--- src/verilog/ufs_pkg.sv ---
package ufs_pkg;

	// ----------------------------------------------------------------
	// Register byte addresses
	// ----------------------------------------------------------------
	localparam logic [31:0] UFS_QCW_ADDR   = 32'h500011e0;
	localparam logic [31:0] UFS_SFE_ADDR   = 32'h50001198;
	localparam logic [31:0] UFS_SRT_ADDR   = 32'h5000119c;
	localparam logic [31:0] UFS_STET_ADDR  = 32'h500011a0;
	localparam logic [31:0] UFS_HALT_ADDR  = 32'h500011a4;
	localparam logic [31:0] UFS_PARM_ADDR  = 32'h500011f4;

	// ----------------------------------------------------------------
	// Control word field positions
	// ----------------------------------------------------------------
	localparam int UFS_QCW_EN_BIT      = 0;
	localparam int UFS_QCW_RXCLR_BIT   = 1;
	localparam int UFS_QCW_TXCLR_BIT   = 2;
	localparam int UFS_QCW_DMA_BIT     = 3;
	localparam int UFS_QCW_TXTRIG_LSB  = 4;
	localparam int UFS_QCW_RXTRIG_LSB  = 6;
	localparam int UFS_SHADOW_BIT      = 0;
	localparam int UFS_REG_WIDTH       = 16;

	// ----------------------------------------------------------------
	// Reset values and bus answers
	// ----------------------------------------------------------------
	localparam logic [1:0]  UFS_TRIG_RESET = 2'h0;
	localparam logic        UFS_BIT_RESET  = 1'h0;
	localparam logic [15:0] UFS_PARM_RESET = 16'h0000;
	localparam logic [1:0]  UFS_RESP_OKAY  = 2'h0;
	localparam logic [1:0]  UFS_RESP_DEC   = 2'h3;

	// ----------------------------------------------------------------
	// Trigger encodings
	// ----------------------------------------------------------------
	localparam logic [1:0] UFS_TRIG_0 = 2'h0;
	localparam logic [1:0] UFS_TRIG_1 = 2'h1;
	localparam logic [1:0] UFS_TRIG_2 = 2'h2;
	localparam logic [1:0] UFS_TRIG_3 = 2'h3;

	typedef struct packed {
		logic [1:0] rx_trig;
		logic [1:0] tx_trig;
		logic       dma_mode;
		logic       fifo_en;
	} ufs_qcw_s;

	typedef struct packed {
		logic [31:0] data;
		logic [1:0]  resp;
	} ufs_rd_s;

endpackage

--- src/verilog/ufs_shadow_ctrl.sv ---
// Function
// - Enable shadow write changes only enable field
// - Enable falling resets both queue controllers
// - Receive trigger shadow changes only that field
// - Receive trigger picks receive data interrupt level
// - DMA mode one: receive request follows trigger
// - Transmit trigger shadow changes only that field
// - Transmit trigger picks holding-empty interrupt level
// - Halt bit with queues enabled stops transmit
// - Halt bit ignored when queues disabled
// - Parameter word read-only, zero after reset
// - DMA mode bit selects request signalling mode
//
// Decided for this implementation: the AXI4-Lite interface to the registers.
`timescale 1ns/1ps
`default_nettype none

module ufs_shadow_ctrl
	import ufs_pkg::*;
#(
	parameter int          QUEUE_DEPTH = 16,
	parameter logic [15:0] PARM_VALUE  = UFS_PARM_RESET
)
(
	input  wire logic                          sys_clk,
	input  wire logic                          reset,
	input  wire logic [31:0]                   s_axi_awaddr,
	input  wire logic [2:0]                    s_axi_awprot,
	input  wire logic                          s_axi_awvalid,
	output var  logic                          s_axi_awready,
	input  wire logic [31:0]                   s_axi_wdata,
	input  wire logic [3:0]                    s_axi_wstrb,
	input  wire logic                          s_axi_wvalid,
	output var  logic                          s_axi_wready,
	output var  logic [1:0]                    s_axi_bresp,
	output var  logic                          s_axi_bvalid,
	input  wire logic                          s_axi_bready,
	input  wire logic [31:0]                   s_axi_araddr,
	input  wire logic [2:0]                    s_axi_arprot,
	input  wire logic                          s_axi_arvalid,
	output var  logic                          s_axi_arready,
	output var  logic [31:0]                   s_axi_rdata,
	output var  logic [1:0]                    s_axi_rresp,
	output var  logic                          s_axi_rvalid,
	input  wire logic                          s_axi_rready,
	input  wire logic [$clog2(QUEUE_DEPTH):0]  rx_level,
	input  wire logic [$clog2(QUEUE_DEPTH):0]  tx_level,
	input  wire logic                          tx_empty_prog,
	output var  logic                          queue_enable,
	output var  logic                          receive_queue_reset,
	output var  logic                          transmit_queue_reset,
	output var  logic                          rx_data_avail_irq,
	output var  logic                          tx_holding_empty_irq,
	output var  logic                          rx_dma_req_n,
	output var  logic                          tx_dma_req_n,
	output var  logic                          transmit_halt
);

	localparam int LW = $clog2(QUEUE_DEPTH) + 1;
	localparam logic [LW-1:0] LVL_ONE  = LW'(1);
	localparam logic [LW-1:0] LVL_TWO  = LW'(2);
	localparam logic [LW-1:0] LVL_HALF = LW'(QUEUE_DEPTH / 2);
	localparam logic [LW-1:0] LVL_NEAR = LW'(QUEUE_DEPTH - 2);
	localparam logic [LW-1:0] LVL_ZERO = LW'(0);

	// ----------------------------------------------------------------
	// Address decode
	// ----------------------------------------------------------------
	function automatic logic [5:0] ufs_decode(input logic [31:0] addr);
		logic [5:0] hit;
		hit    = 6'h00;
		hit[0] = (addr == UFS_QCW_ADDR);
		hit[1] = (addr == UFS_SFE_ADDR);
		hit[2] = (addr == UFS_SRT_ADDR);
		hit[3] = (addr == UFS_STET_ADDR);
		hit[4] = (addr == UFS_HALT_ADDR);
		hit[5] = (addr == UFS_PARM_ADDR);
		return hit;
	endfunction

	ufs_qcw_s    qcw_reg;
	ufs_qcw_s    qcw_next;
	logic        halt_reg;
	logic        halt_next;
	logic        rxclr_pulse;
	logic        txclr_pulse;

	// ----------------------------------------------------------------
	// Write channel
	// ----------------------------------------------------------------
	logic        awready_reg;
	logic        wready_reg;
	logic        bvalid_reg;
	logic [1:0]  bresp_reg;
	logic        aw_got_reg;
	logic        w_got_reg;
	logic [31:0] waddr_reg;
	logic [31:0] wdata_reg;
	logic [3:0]  wstrb_reg;

	wire logic aw_take  = s_axi_awvalid & awready_reg;
	wire logic w_take   = s_axi_wvalid & wready_reg;
	wire logic do_write = aw_got_reg & w_got_reg & ~bvalid_reg;
	wire logic aw_got_next = (aw_got_reg | aw_take) & ~do_write;
	wire logic w_got_next  = (w_got_reg | w_take) & ~do_write;
	wire logic bvalid_next = do_write | (bvalid_reg & ~s_axi_bready);
	wire logic [5:0] whit  = ufs_decode(waddr_reg);
	wire logic lane0       = wstrb_reg[0];
	wire logic [1:0] bresp_next = (whit == 6'h00) ? UFS_RESP_DEC
	                                              : UFS_RESP_OKAY;

	always_ff @(posedge sys_clk)
	begin
		if (reset)
		begin
			awready_reg <= 1'h0;
			wready_reg  <= 1'h0;
			bvalid_reg  <= 1'h0;
			bresp_reg   <= UFS_RESP_OKAY;
			aw_got_reg  <= 1'h0;
			w_got_reg   <= 1'h0;
			waddr_reg   <= 32'h00000000;
			wdata_reg   <= 32'h00000000;
			wstrb_reg   <= 4'h0;
		end
		else
		begin
			// One write at a time: hold off new halves until answered
			awready_reg <= ~aw_got_next & ~bvalid_next;
			wready_reg  <= ~w_got_next & ~bvalid_next;
			bvalid_reg  <= bvalid_next;
			aw_got_reg  <= aw_got_next;
			w_got_reg   <= w_got_next;
			if (do_write)
				bresp_reg <= bresp_next;
			if (aw_take)
				waddr_reg <= s_axi_awaddr;
			if (w_take)
			begin
				wdata_reg <= s_axi_wdata;
				wstrb_reg <= s_axi_wstrb;
			end
		end
	end

	// ----------------------------------------------------------------
	// Control storage
	// ----------------------------------------------------------------
	// Every field lives once; shadows are only alternate write paths
	wire logic wr_lane = do_write & lane0;
	wire logic wr_qcw  = wr_lane & whit[0];
	wire logic wr_sfe  = wr_lane & whit[1];
	wire logic wr_srt  = wr_lane & whit[2];
	wire logic wr_stet = wr_lane & whit[3];
	wire logic wr_halt = wr_lane & whit[4];

	always_comb
	begin
		qcw_next  = qcw_reg;
		halt_next = halt_reg;
		if (wr_qcw)
		begin
			qcw_next.fifo_en  = wdata_reg[UFS_QCW_EN_BIT];
			qcw_next.dma_mode = wdata_reg[UFS_QCW_DMA_BIT];
			qcw_next.tx_trig  = wdata_reg[UFS_QCW_TXTRIG_LSB +: 2];
			qcw_next.rx_trig  = wdata_reg[UFS_QCW_RXTRIG_LSB +: 2];
		end
		if (wr_sfe)
			qcw_next.fifo_en = wdata_reg[UFS_SHADOW_BIT];
		if (wr_srt)
			qcw_next.rx_trig = wdata_reg[1:0];
		if (wr_stet)
			qcw_next.tx_trig = wdata_reg[1:0];
		if (wr_halt)
			halt_next = wdata_reg[UFS_SHADOW_BIT];
	end

	// ----------------------------------------------------------------
	// Queue controller clears
	// ----------------------------------------------------------------
	// Controllers clear on enable falling, or on the clear bits
	wire logic en_fall   = qcw_reg.fifo_en & ~qcw_next.fifo_en;
	assign rxclr_pulse   = en_fall | (wr_qcw & wdata_reg[UFS_QCW_RXCLR_BIT]);
	assign txclr_pulse   = en_fall | (wr_qcw & wdata_reg[UFS_QCW_TXCLR_BIT]);

	// ----------------------------------------------------------------
	// Threshold logic
	// ----------------------------------------------------------------
	logic rx_at_trig;
	logic tx_at_trig;

	always_comb
	begin
		case (qcw_reg.rx_trig)
			UFS_TRIG_0: rx_at_trig = (rx_level >= LVL_ONE);
			UFS_TRIG_1: rx_at_trig = (rx_level >= LVL_HALF);
			UFS_TRIG_2: rx_at_trig = (rx_level >= LVL_HALF);
			UFS_TRIG_3: rx_at_trig = (rx_level >= LVL_NEAR);
			default:    rx_at_trig = 1'h0;
		endcase
	end

	always_comb
	begin
		case (qcw_reg.tx_trig)
			UFS_TRIG_0: tx_at_trig = (tx_level == LVL_ZERO);
			UFS_TRIG_1: tx_at_trig = (tx_level <= LVL_TWO);
			UFS_TRIG_2: tx_at_trig = (tx_level <= LVL_HALF);
			// Undefined code treated as half full, the safest deepest
			UFS_TRIG_3: tx_at_trig = (tx_level <= LVL_HALF);
			default:    tx_at_trig = 1'h0;
		endcase
	end

	// ----------------------------------------------------------------
	// Interrupt outputs
	// ----------------------------------------------------------------
	wire logic rx_any   = (rx_level != LVL_ZERO);
	wire logic tx_empty = (tx_level == LVL_ZERO);
	// Without queues the trigger fields mean nothing
	wire logic rx_irq_next = qcw_reg.fifo_en ? rx_at_trig : rx_any;
	wire logic tx_irq_next = (qcw_reg.fifo_en & tx_empty_prog)
	                         ? tx_at_trig : tx_empty;
	// ----------------------------------------------------------------
	// Request and halt outputs
	// ----------------------------------------------------------------
	// Mode 0 asks per character, mode 1 waits for the threshold
	wire logic rx_dma_next = (qcw_reg.dma_mode & qcw_reg.fifo_en)
	                         ? rx_at_trig : rx_any;
	wire logic tx_dma_next = (qcw_reg.dma_mode & qcw_reg.fifo_en)
	                         ? tx_at_trig : tx_empty;
	wire logic halt_eff    = halt_reg & qcw_reg.fifo_en;

	always_ff @(posedge sys_clk)
	begin
		if (reset)
		begin
			qcw_reg              <= '{UFS_TRIG_RESET, UFS_TRIG_RESET,
			                          UFS_BIT_RESET, UFS_BIT_RESET};
			halt_reg             <= UFS_BIT_RESET;
			queue_enable         <= 1'h0;
			receive_queue_reset  <= 1'h0;
			transmit_queue_reset <= 1'h0;
			rx_data_avail_irq    <= 1'h0;
			tx_holding_empty_irq <= 1'h0;
			rx_dma_req_n         <= 1'h1;
			tx_dma_req_n         <= 1'h1;
			transmit_halt        <= 1'h0;
		end
		else
		begin
			qcw_reg              <= qcw_next;
			halt_reg             <= halt_next;
			queue_enable         <= qcw_next.fifo_en;
			receive_queue_reset  <= rxclr_pulse;
			transmit_queue_reset <= txclr_pulse;
			rx_data_avail_irq    <= rx_irq_next;
			tx_holding_empty_irq <= tx_irq_next;
			rx_dma_req_n         <= ~rx_dma_next;
			tx_dma_req_n         <= ~tx_dma_next;
			transmit_halt        <= halt_eff;
		end
	end

	// ----------------------------------------------------------------
	// Read channel with two-entry answer buffer
	// ----------------------------------------------------------------
	// Two entries so a held rready never drops an answer
	logic    arready_reg;
	ufs_rd_s head_reg;
	ufs_rd_s tail_reg;
	logic    head_v_reg;
	logic    tail_v_reg;
	ufs_rd_s rd_item;

	wire logic       ar_take = s_axi_arvalid & arready_reg;
	wire logic [5:0] rhit    = ufs_decode(s_axi_araddr);
	wire logic       pop     = head_v_reg & s_axi_rready;

	// ----------------------------------------------------------------
	// Read data selection
	// ----------------------------------------------------------------

	always_comb
	begin
		rd_item.data = 32'h00000000;
		rd_item.resp = UFS_RESP_OKAY;
		// Control word itself is write-only and reads zero
		if (rhit[1])
			rd_item.data[0] = qcw_reg.fifo_en;
		else if (rhit[2])
			rd_item.data[1:0] = qcw_reg.rx_trig;
		else if (rhit[3])
			rd_item.data[1:0] = qcw_reg.tx_trig;
		else if (rhit[4])
			rd_item.data[0] = halt_reg;
		else if (rhit[5])
			rd_item.data[UFS_REG_WIDTH-1:0] = PARM_VALUE;
		else if (rhit == 6'h00)
			rd_item.resp = UFS_RESP_DEC;
	end

	wire logic head_free   = ~head_v_reg | pop;
	wire logic to_head     = ar_take & head_free & ~tail_v_reg;
	wire logic to_tail     = ar_take & ~to_head;
	wire logic head_v_next = (head_v_reg & ~pop) | tail_v_reg | to_head;
	wire logic tail_v_next = (tail_v_reg & ~head_free) | to_tail;

	always_ff @(posedge sys_clk)
	begin
		if (reset)
		begin
			arready_reg <= 1'h0;
			head_v_reg  <= 1'h0;
			tail_v_reg  <= 1'h0;
			head_reg    <= '{32'h00000000, UFS_RESP_OKAY};
			tail_reg    <= '{32'h00000000, UFS_RESP_OKAY};
		end
		else
		begin
			arready_reg <= ~tail_v_next;
			head_v_reg  <= head_v_next;
			tail_v_reg  <= tail_v_next;
			if (head_free & tail_v_reg)
				head_reg <= tail_reg;
			else if (to_head)
				head_reg <= rd_item;
			if (to_tail)
				tail_reg <= rd_item;
		end
	end

	// ----------------------------------------------------------------
	// Bus outputs
	// ----------------------------------------------------------------
	assign s_axi_awready = awready_reg;
	assign s_axi_wready  = wready_reg;
	assign s_axi_bvalid  = bvalid_reg;
	assign s_axi_bresp   = bresp_reg;
	assign s_axi_arready = arready_reg;
	assign s_axi_rvalid  = head_v_reg;
	assign s_axi_rdata   = head_reg.data;
	assign s_axi_rresp   = head_reg.resp;

endmodule

`default_nettype wire

--- config.mk ---
export PLATFORM = sky130hd
export DESIGN_NAME = ufs_shadow_ctrl
export DESIGN_NICKNAME = d
export VERILOG_FILES = /design/src/verilog/ufs_pkg.sv /design/src/verilog/ufs_shadow_ctrl.sv
export SDC_FILE = /design/constraint.sdc
export NUM_CORES = 1
export LEC_CHECK = 0
export BUFFER_PORTS_ARGS = -buffer_cell sky130_fd_sc_hd__buf_2
export CORE_ASPECT_RATIO = 1.5
export CORE_MARGIN = 4
export CORE_UTILIZATION = 49
export DETAILED_ROUTE_END_ITERATION = 12
export PLACE_DENSITY = 0.95
export SYNTH_ARGS = -nofsm -noshare
export SYNTH_HDL_FRONTEND = slang
export SYNTH_SLANG_ARGS = --single-unit
--- constraint.sdc ---
create_clock -name sys_clk -period 5.9 [get_ports sys_clk]
set_clock_uncertainty 0.05 [all_clocks]
set_input_delay 1.18 -clock sys_clk [delete_from_list [all_inputs] [get_ports sys_clk]]
set_output_delay 1.18 -clock sys_clk [all_outputs]
set_load 0.005 [all_outputs]
Yosys cells after proc, flatten, opt, wreduce, memory -nomap -nowiden:

Index checks and enable logic that the tools add are counted.

* logic and storage cells: 139
* memories: 0
* bits in writable memories: 0
* register bits: 117
* ROM bits: 0
* bits in latches: 0
* output and inout bits: 49

* magnitude comparators: 5
* shift operators: 0
* $add $sub $neg: 0
* $mul: 0
* reduce and logical (&&, ||, !) cells: 11
* multiplexer cells: 24
* bitwise logic cells: 53
* div/mod/pow operators: 0
* eq/ne operators: 18

Operators with widths (number)
* $eq 32x31->1 const B: 12
* $mux 34: 2
* $and 1x1->1: 29
* $mux 2: 11
* $not 1->1: 15
* $logic_not 6->1: 2
* $ge 5x4->1 const B: 2
* $or 1x1->1: 9
* $eq 2x2->1 const B: 4
* $mux 1: 8
* $mux 6: 1
* $pmux 1 s3: 2
* $reduce_bool 2->1: 3
* $ge 5x1->1 const B: 1
* $le 5x2->1 const B: 1
* $le 5x4->1 const B: 1
* $logic_not 5->1: 1
* $reduce_bool 5->1: 1
* $eq 2x1->1 const B: 2
* $logic_not 2->1: 2
* $reduce_or 2->1: 2

Depth between registers and ports, before layout:

* depth in word-level cells: 10
* depth in mapped cells: 6
* mapped depth without buffers: 6

Worst setup path before layout:

Ideal clock, no wire load.

* path type: input -> register
* from: input port s_axi_araddr[4]
* to: register head_reg, in the netlist s_axi_rresp[0]
* data arrival time: 2.410 ns
* path buffers: 0
* data required time: 5.704 ns
* stages: 4
* setup slack: 3.294 ns
* path through: or3b_2 a21o_1 a2111oi_0 o22ai_1

* longest elaborated chain between the ends: 10
* elaborated cells between the ends (all ways): 15

Ends and longest elaborated chain
* from (decl): RTL line ufs_shadow_ctrl.sv:38 `input wire logic [31:0] s_axi_araddr,`
* $eq 32x31->1 (tied with other cells): RTL line ufs_shadow_ctrl.sv:72 `hit[0] = (addr == UFS_QCW_ADDR);`
* $logic_not 6->1: RTL line ufs_shadow_ctrl.sv:299 `else if (rhit == 6'h00)`
* $mux 2: RTL line ufs_shadow_ctrl.sv:299
* $mux 2: RTL line ufs_shadow_ctrl.sv:297 `else if (rhit[5])`
* $mux 2: RTL line ufs_shadow_ctrl.sv:295 `else if (rhit[4])`
* $mux 2: RTL line ufs_shadow_ctrl.sv:293 `else if (rhit[3])`
* $mux 2: RTL line ufs_shadow_ctrl.sv:291 `else if (rhit[2])`
* $mux 2 *: RTL line ufs_shadow_ctrl.sv:289 `if (rhit[1])`
* $mux 34 *: RTL line ufs_shadow_ctrl.sv:326 `else if (to_head)`
* $mux 34 *: RTL line ufs_shadow_ctrl.sv:324 `if (head_free & tail_v_reg)`
* to (signal assigned): RTL line ufs_shadow_ctrl.sv:316 `head_reg <= '{32'h00000000, UFS_RESP_OKAY};`
* to (signal assigned): RTL line ufs_shadow_ctrl.sv:325 `head_reg <= tail_reg;`
* to (signal assigned): RTL line ufs_shadow_ctrl.sv:327 `head_reg <= rd_item;`
* to (decl): RTL line ufs_shadow_ctrl.sv:270 `ufs_rd_s head_reg;`

Mark *: on every way between the ends. The rest lies on a longest branch, timed or not. The select of a mux whose other input is x is not followed.
A chain may end at the register's enable or synchronous reset.

Worst setup path in the final report:

* from: input port s_axi_araddr[4]
* to: register tail_reg[0] (netlist name)

* longest elaborated chain between the ends: 8
* elaborated cells between the ends (all ways): 13

Ends and longest elaborated chain
* $eq 32x31->1 (tied with other cells): RTL line ufs_shadow_ctrl.sv:72
* $logic_not 6->1: RTL line ufs_shadow_ctrl.sv:299
* $mux 2: RTL line ufs_shadow_ctrl.sv:299
* $mux 2: RTL line ufs_shadow_ctrl.sv:297
* $mux 2: RTL line ufs_shadow_ctrl.sv:295
* $mux 2: RTL line ufs_shadow_ctrl.sv:293
* $mux 2: RTL line ufs_shadow_ctrl.sv:291
* $mux 2 *: RTL line ufs_shadow_ctrl.sv:289
* to (signal assigned): RTL line ufs_shadow_ctrl.sv:317 `tail_reg <= '{32'h00000000, UFS_RESP_OKAY};`
* to (signal assigned): RTL line ufs_shadow_ctrl.sv:329 `tail_reg <= rd_item;`
* to (decl): RTL line ufs_shadow_ctrl.sv:271 `ufs_rd_s tail_reg;`

Mark *: on every way between the ends. The rest lies on a longest branch, timed or not.

==> results.cfg <==
[status]
outcome = finished clean

[cts]
clkSinkCount = 70
cts.htree.levels = 3
clock_latency_ns = 0.34
post_cts_resized = 0
post_cts_buffers = 0
cts_tree = done
cts_buffer_depth = 2
cts_root_buf = clkbuf_8
clkSlewWorstSetupHoldPaths_ns = 0.06
cts_hold_buffers = 0
numCtsBuffers = 9

[timing]
finalCritPeriodShare = 0.429
period_minus_slack_ns = 2.53
worstMarginPinSlew_ns = 1.09
layout_setup_ws_ns = 3.37
slew_headroom = 0.272
hold_viol_final = 0
tns_ns = 0
final_max_slew_viol_count = 0
max_freq_mhz = 395
setup_viol_count_final = 0
rsz0062_at_grt = false

[detailed_routing]
drtPass1Iterations = 5
detail_route.wirelength_mm = 8.42
vias_per_cell = 5.43
initialDrtViolationCount = 144
routedWlPerCell_um = 13.8
drc_errors = 0
via_count = 3309
antenna_left = 0

[global_routing]
grt_max_degree = 77
grt_overflow = 0
antenna_found_initial = 0
grt_util_all_layers = 0.197
grt_pass1_wl_mm = 13.7
grt_pass1_vias = 3201

[floorplanning]
num_io_pins = 173
die_x_um = 76.3
rows = 37
die_area_mm2 = 0.00842
core_area_mm2 = 0.00685
start_util = 0.500
fp.dieH_um = 110

[min_path]
hold_end = transmit_halt$_SDFF_PP0_
holdPathStages = 2
hp-start = halt_reg$_SDFFE_PP0P_
hold_path_class = register to register

[worst_setup_path]
critPathLaunchType = input pin
worst_setup_path_end_kind = register
worstSetupPathType = input pin to register
worstPathMaxFanout = 4
cp.required_ns = 6.04
reg2reg_depth = 4
cp.arrival_ns = 2.67
reg2reg_to = qcw_reg[2]$_SDFFE_PP0P_
r2r-start = waddr_reg[11]$_SDFFE_PP0P_
r2r_setup_slack_ns = 3.63

[placement]
post-place-cells = 593
place_congestion = 0.917
io_buffers = 109
dp_hpwl_mm = 6.59
place_ws_ns = 3.02

[synth]
synth_ff_type = dfxtp_1
ys_seq_elements = 70
yosys_warnings = 0
yosysSeqAreaShare = 0.409
async_flop_share = 0
synth_area_leaders = dfxtp_1 41%, nand2_1 10%, a21oi_1 7.9%
syn_avg_cell_area_um2 = 7.97
synth_cell_types = 56
synth_top_area_cell = dfxtp_1
synth_edf_count = 0
netlist_instances = 430
syn_area_mm2 = 0.00343
synth_top_area_share = 0.409

[power]
power.leakage_nw = 1.69
powerDensity_mw_per_mm2 = 253
p_total_mw = 1.03
ir_drop_uv = 157

[cells_and_area]
largest_reg_flops = 32
final_cells = 609
drive_gt1_frac = 0.254
seqCellArea_mm2 = 0.00140
syn_to_final_growth_pct = 19.0
multiInputGateArea_mm2 = 0.00179
fillCellCount = 615
fin_nets = 652
diodes = 0
post-route-util = 0.595

[run]
cap_violations = 0
[area by class of cell]
class                      count  area share
timing repair buffer         110       0.136
multi-input combinational    330       0.439
inverter                       5     0.00461
clock buffer                  12      0.0356
sequential                    70       0.344
clock inverter                 4      0.0172
tap                           78      0.0239
[synth_stat cells, types with 3 or more instances]
cell type	instances
nor3b_1	9
inv_1	5
nand2b_1	8
mux2i_1	8
nand2_1	93
nor4b_1	3
nand3_1	6
a21o_1	3
o41ai_1	4
a31o_2	4
dfxtp_1	70
buf_4	32
and2_1	4
nor2b_1	6
a21oi_1	54
clkbuf_1	15
and3_1	4
nor2_1	22
o21ai_0	8
nor3_1	7
buf_1	5
nor4_1	15
[per-stage QoR]
step	cell area, um^2	hold slack [ns]
2_1_floorplan	3530	0.367
3_3_place_gp	3860	0.383
3_5_place_dp	3860	0.387
4_1_cts	4080	0.396
5_1_grt	4080	0.418
6_report	4080	0.393
[kinds of logic (layout without fill, tap and decap cells)]
logic type | after synthesis | after routing | synth area share
AO/OA/AOI/OAI | 92 | 92 | 0.164
buffers and inverters | 59 | 131 | 0.100
flip-flops | 70 | 70 | 0.409
other | 1 | 30 | 0.00109
multiplexers | 10 | 10 | 0.0299
adder cells (fa/ha/maj) | 2 | 2 | 0.00730
AND/OR/NAND/NOR | 196 | 196 | 0.288
[placed cells by master (no fill, tap or decap), types with 6 or more instances in the layout]
master	netlist	final
mux2i_1	8	8
dfxtp_1	70	70
a21oi_1	54	54
nor3_1	7	7
nor2_1	22	22
o21ai_0	8	8
nand2b_1	8	8
buf_2	2	109
nand2_1	93	93
nor3b_1	9	9
clkbuf_8	0	10
conb_1	1	30
nand3_1	6	6
nor2b_1	6	6
nor4_1	15	15
[report_power, final]
part	switching, mW	leakage (nW)	total, mW	internal, mW
clock network	0.167	0.110	0.415	0.249
registers	0.0144	0.570	0.506	0.491
logic	0.0603	1.01	0.108	0.0479
[critical path, cell delays in order]
cell	delay [ns]
buf_2	0.12
or3b_2	0.49
a21o_1	0.18
a2111oi_0	0.55
a211oi_1	0.15
[routing by layer]
| metal | GRT usage | part of all wire | vias up |
|---|---|---|---|
| li1 | - | - | 1632 |
| met2 | 0.374 | 0.54 | 157 |
| met3 | 0.0514 | 0.077 | 28 |
| met5 | 0 | 0 | - |
| met4 | 0.126 | 0.045 | 0 |
| met1 | 0.182 | 0.34 | 1492 |
[worst max path at each step]
stage,cells past startpoint,start,to
after global routing,5,s_axi_araddr[4],tail_reg[0]$_SDFFE_PP0P_
after floorplan,4,s_axi_araddr[4],s_axi_rresp[0]$_SDFFE_PP0P_
after CTS,5,s_axi_araddr[4],tail_reg[0]$_SDFFE_PP0P_
after detailed placement,5,s_axi_araddr[4],s_axi_rresp[0]$_SDFFE_PP0P_
after global placement,5,s_axi_araddr[4],s_axi_rresp[0]$_SDFFE_PP0P_
final,5,s_axi_araddr[4],tail_reg[0]$_SDFFE_PP0P_
Note: power is estimated with default switching activity, not from simulation.
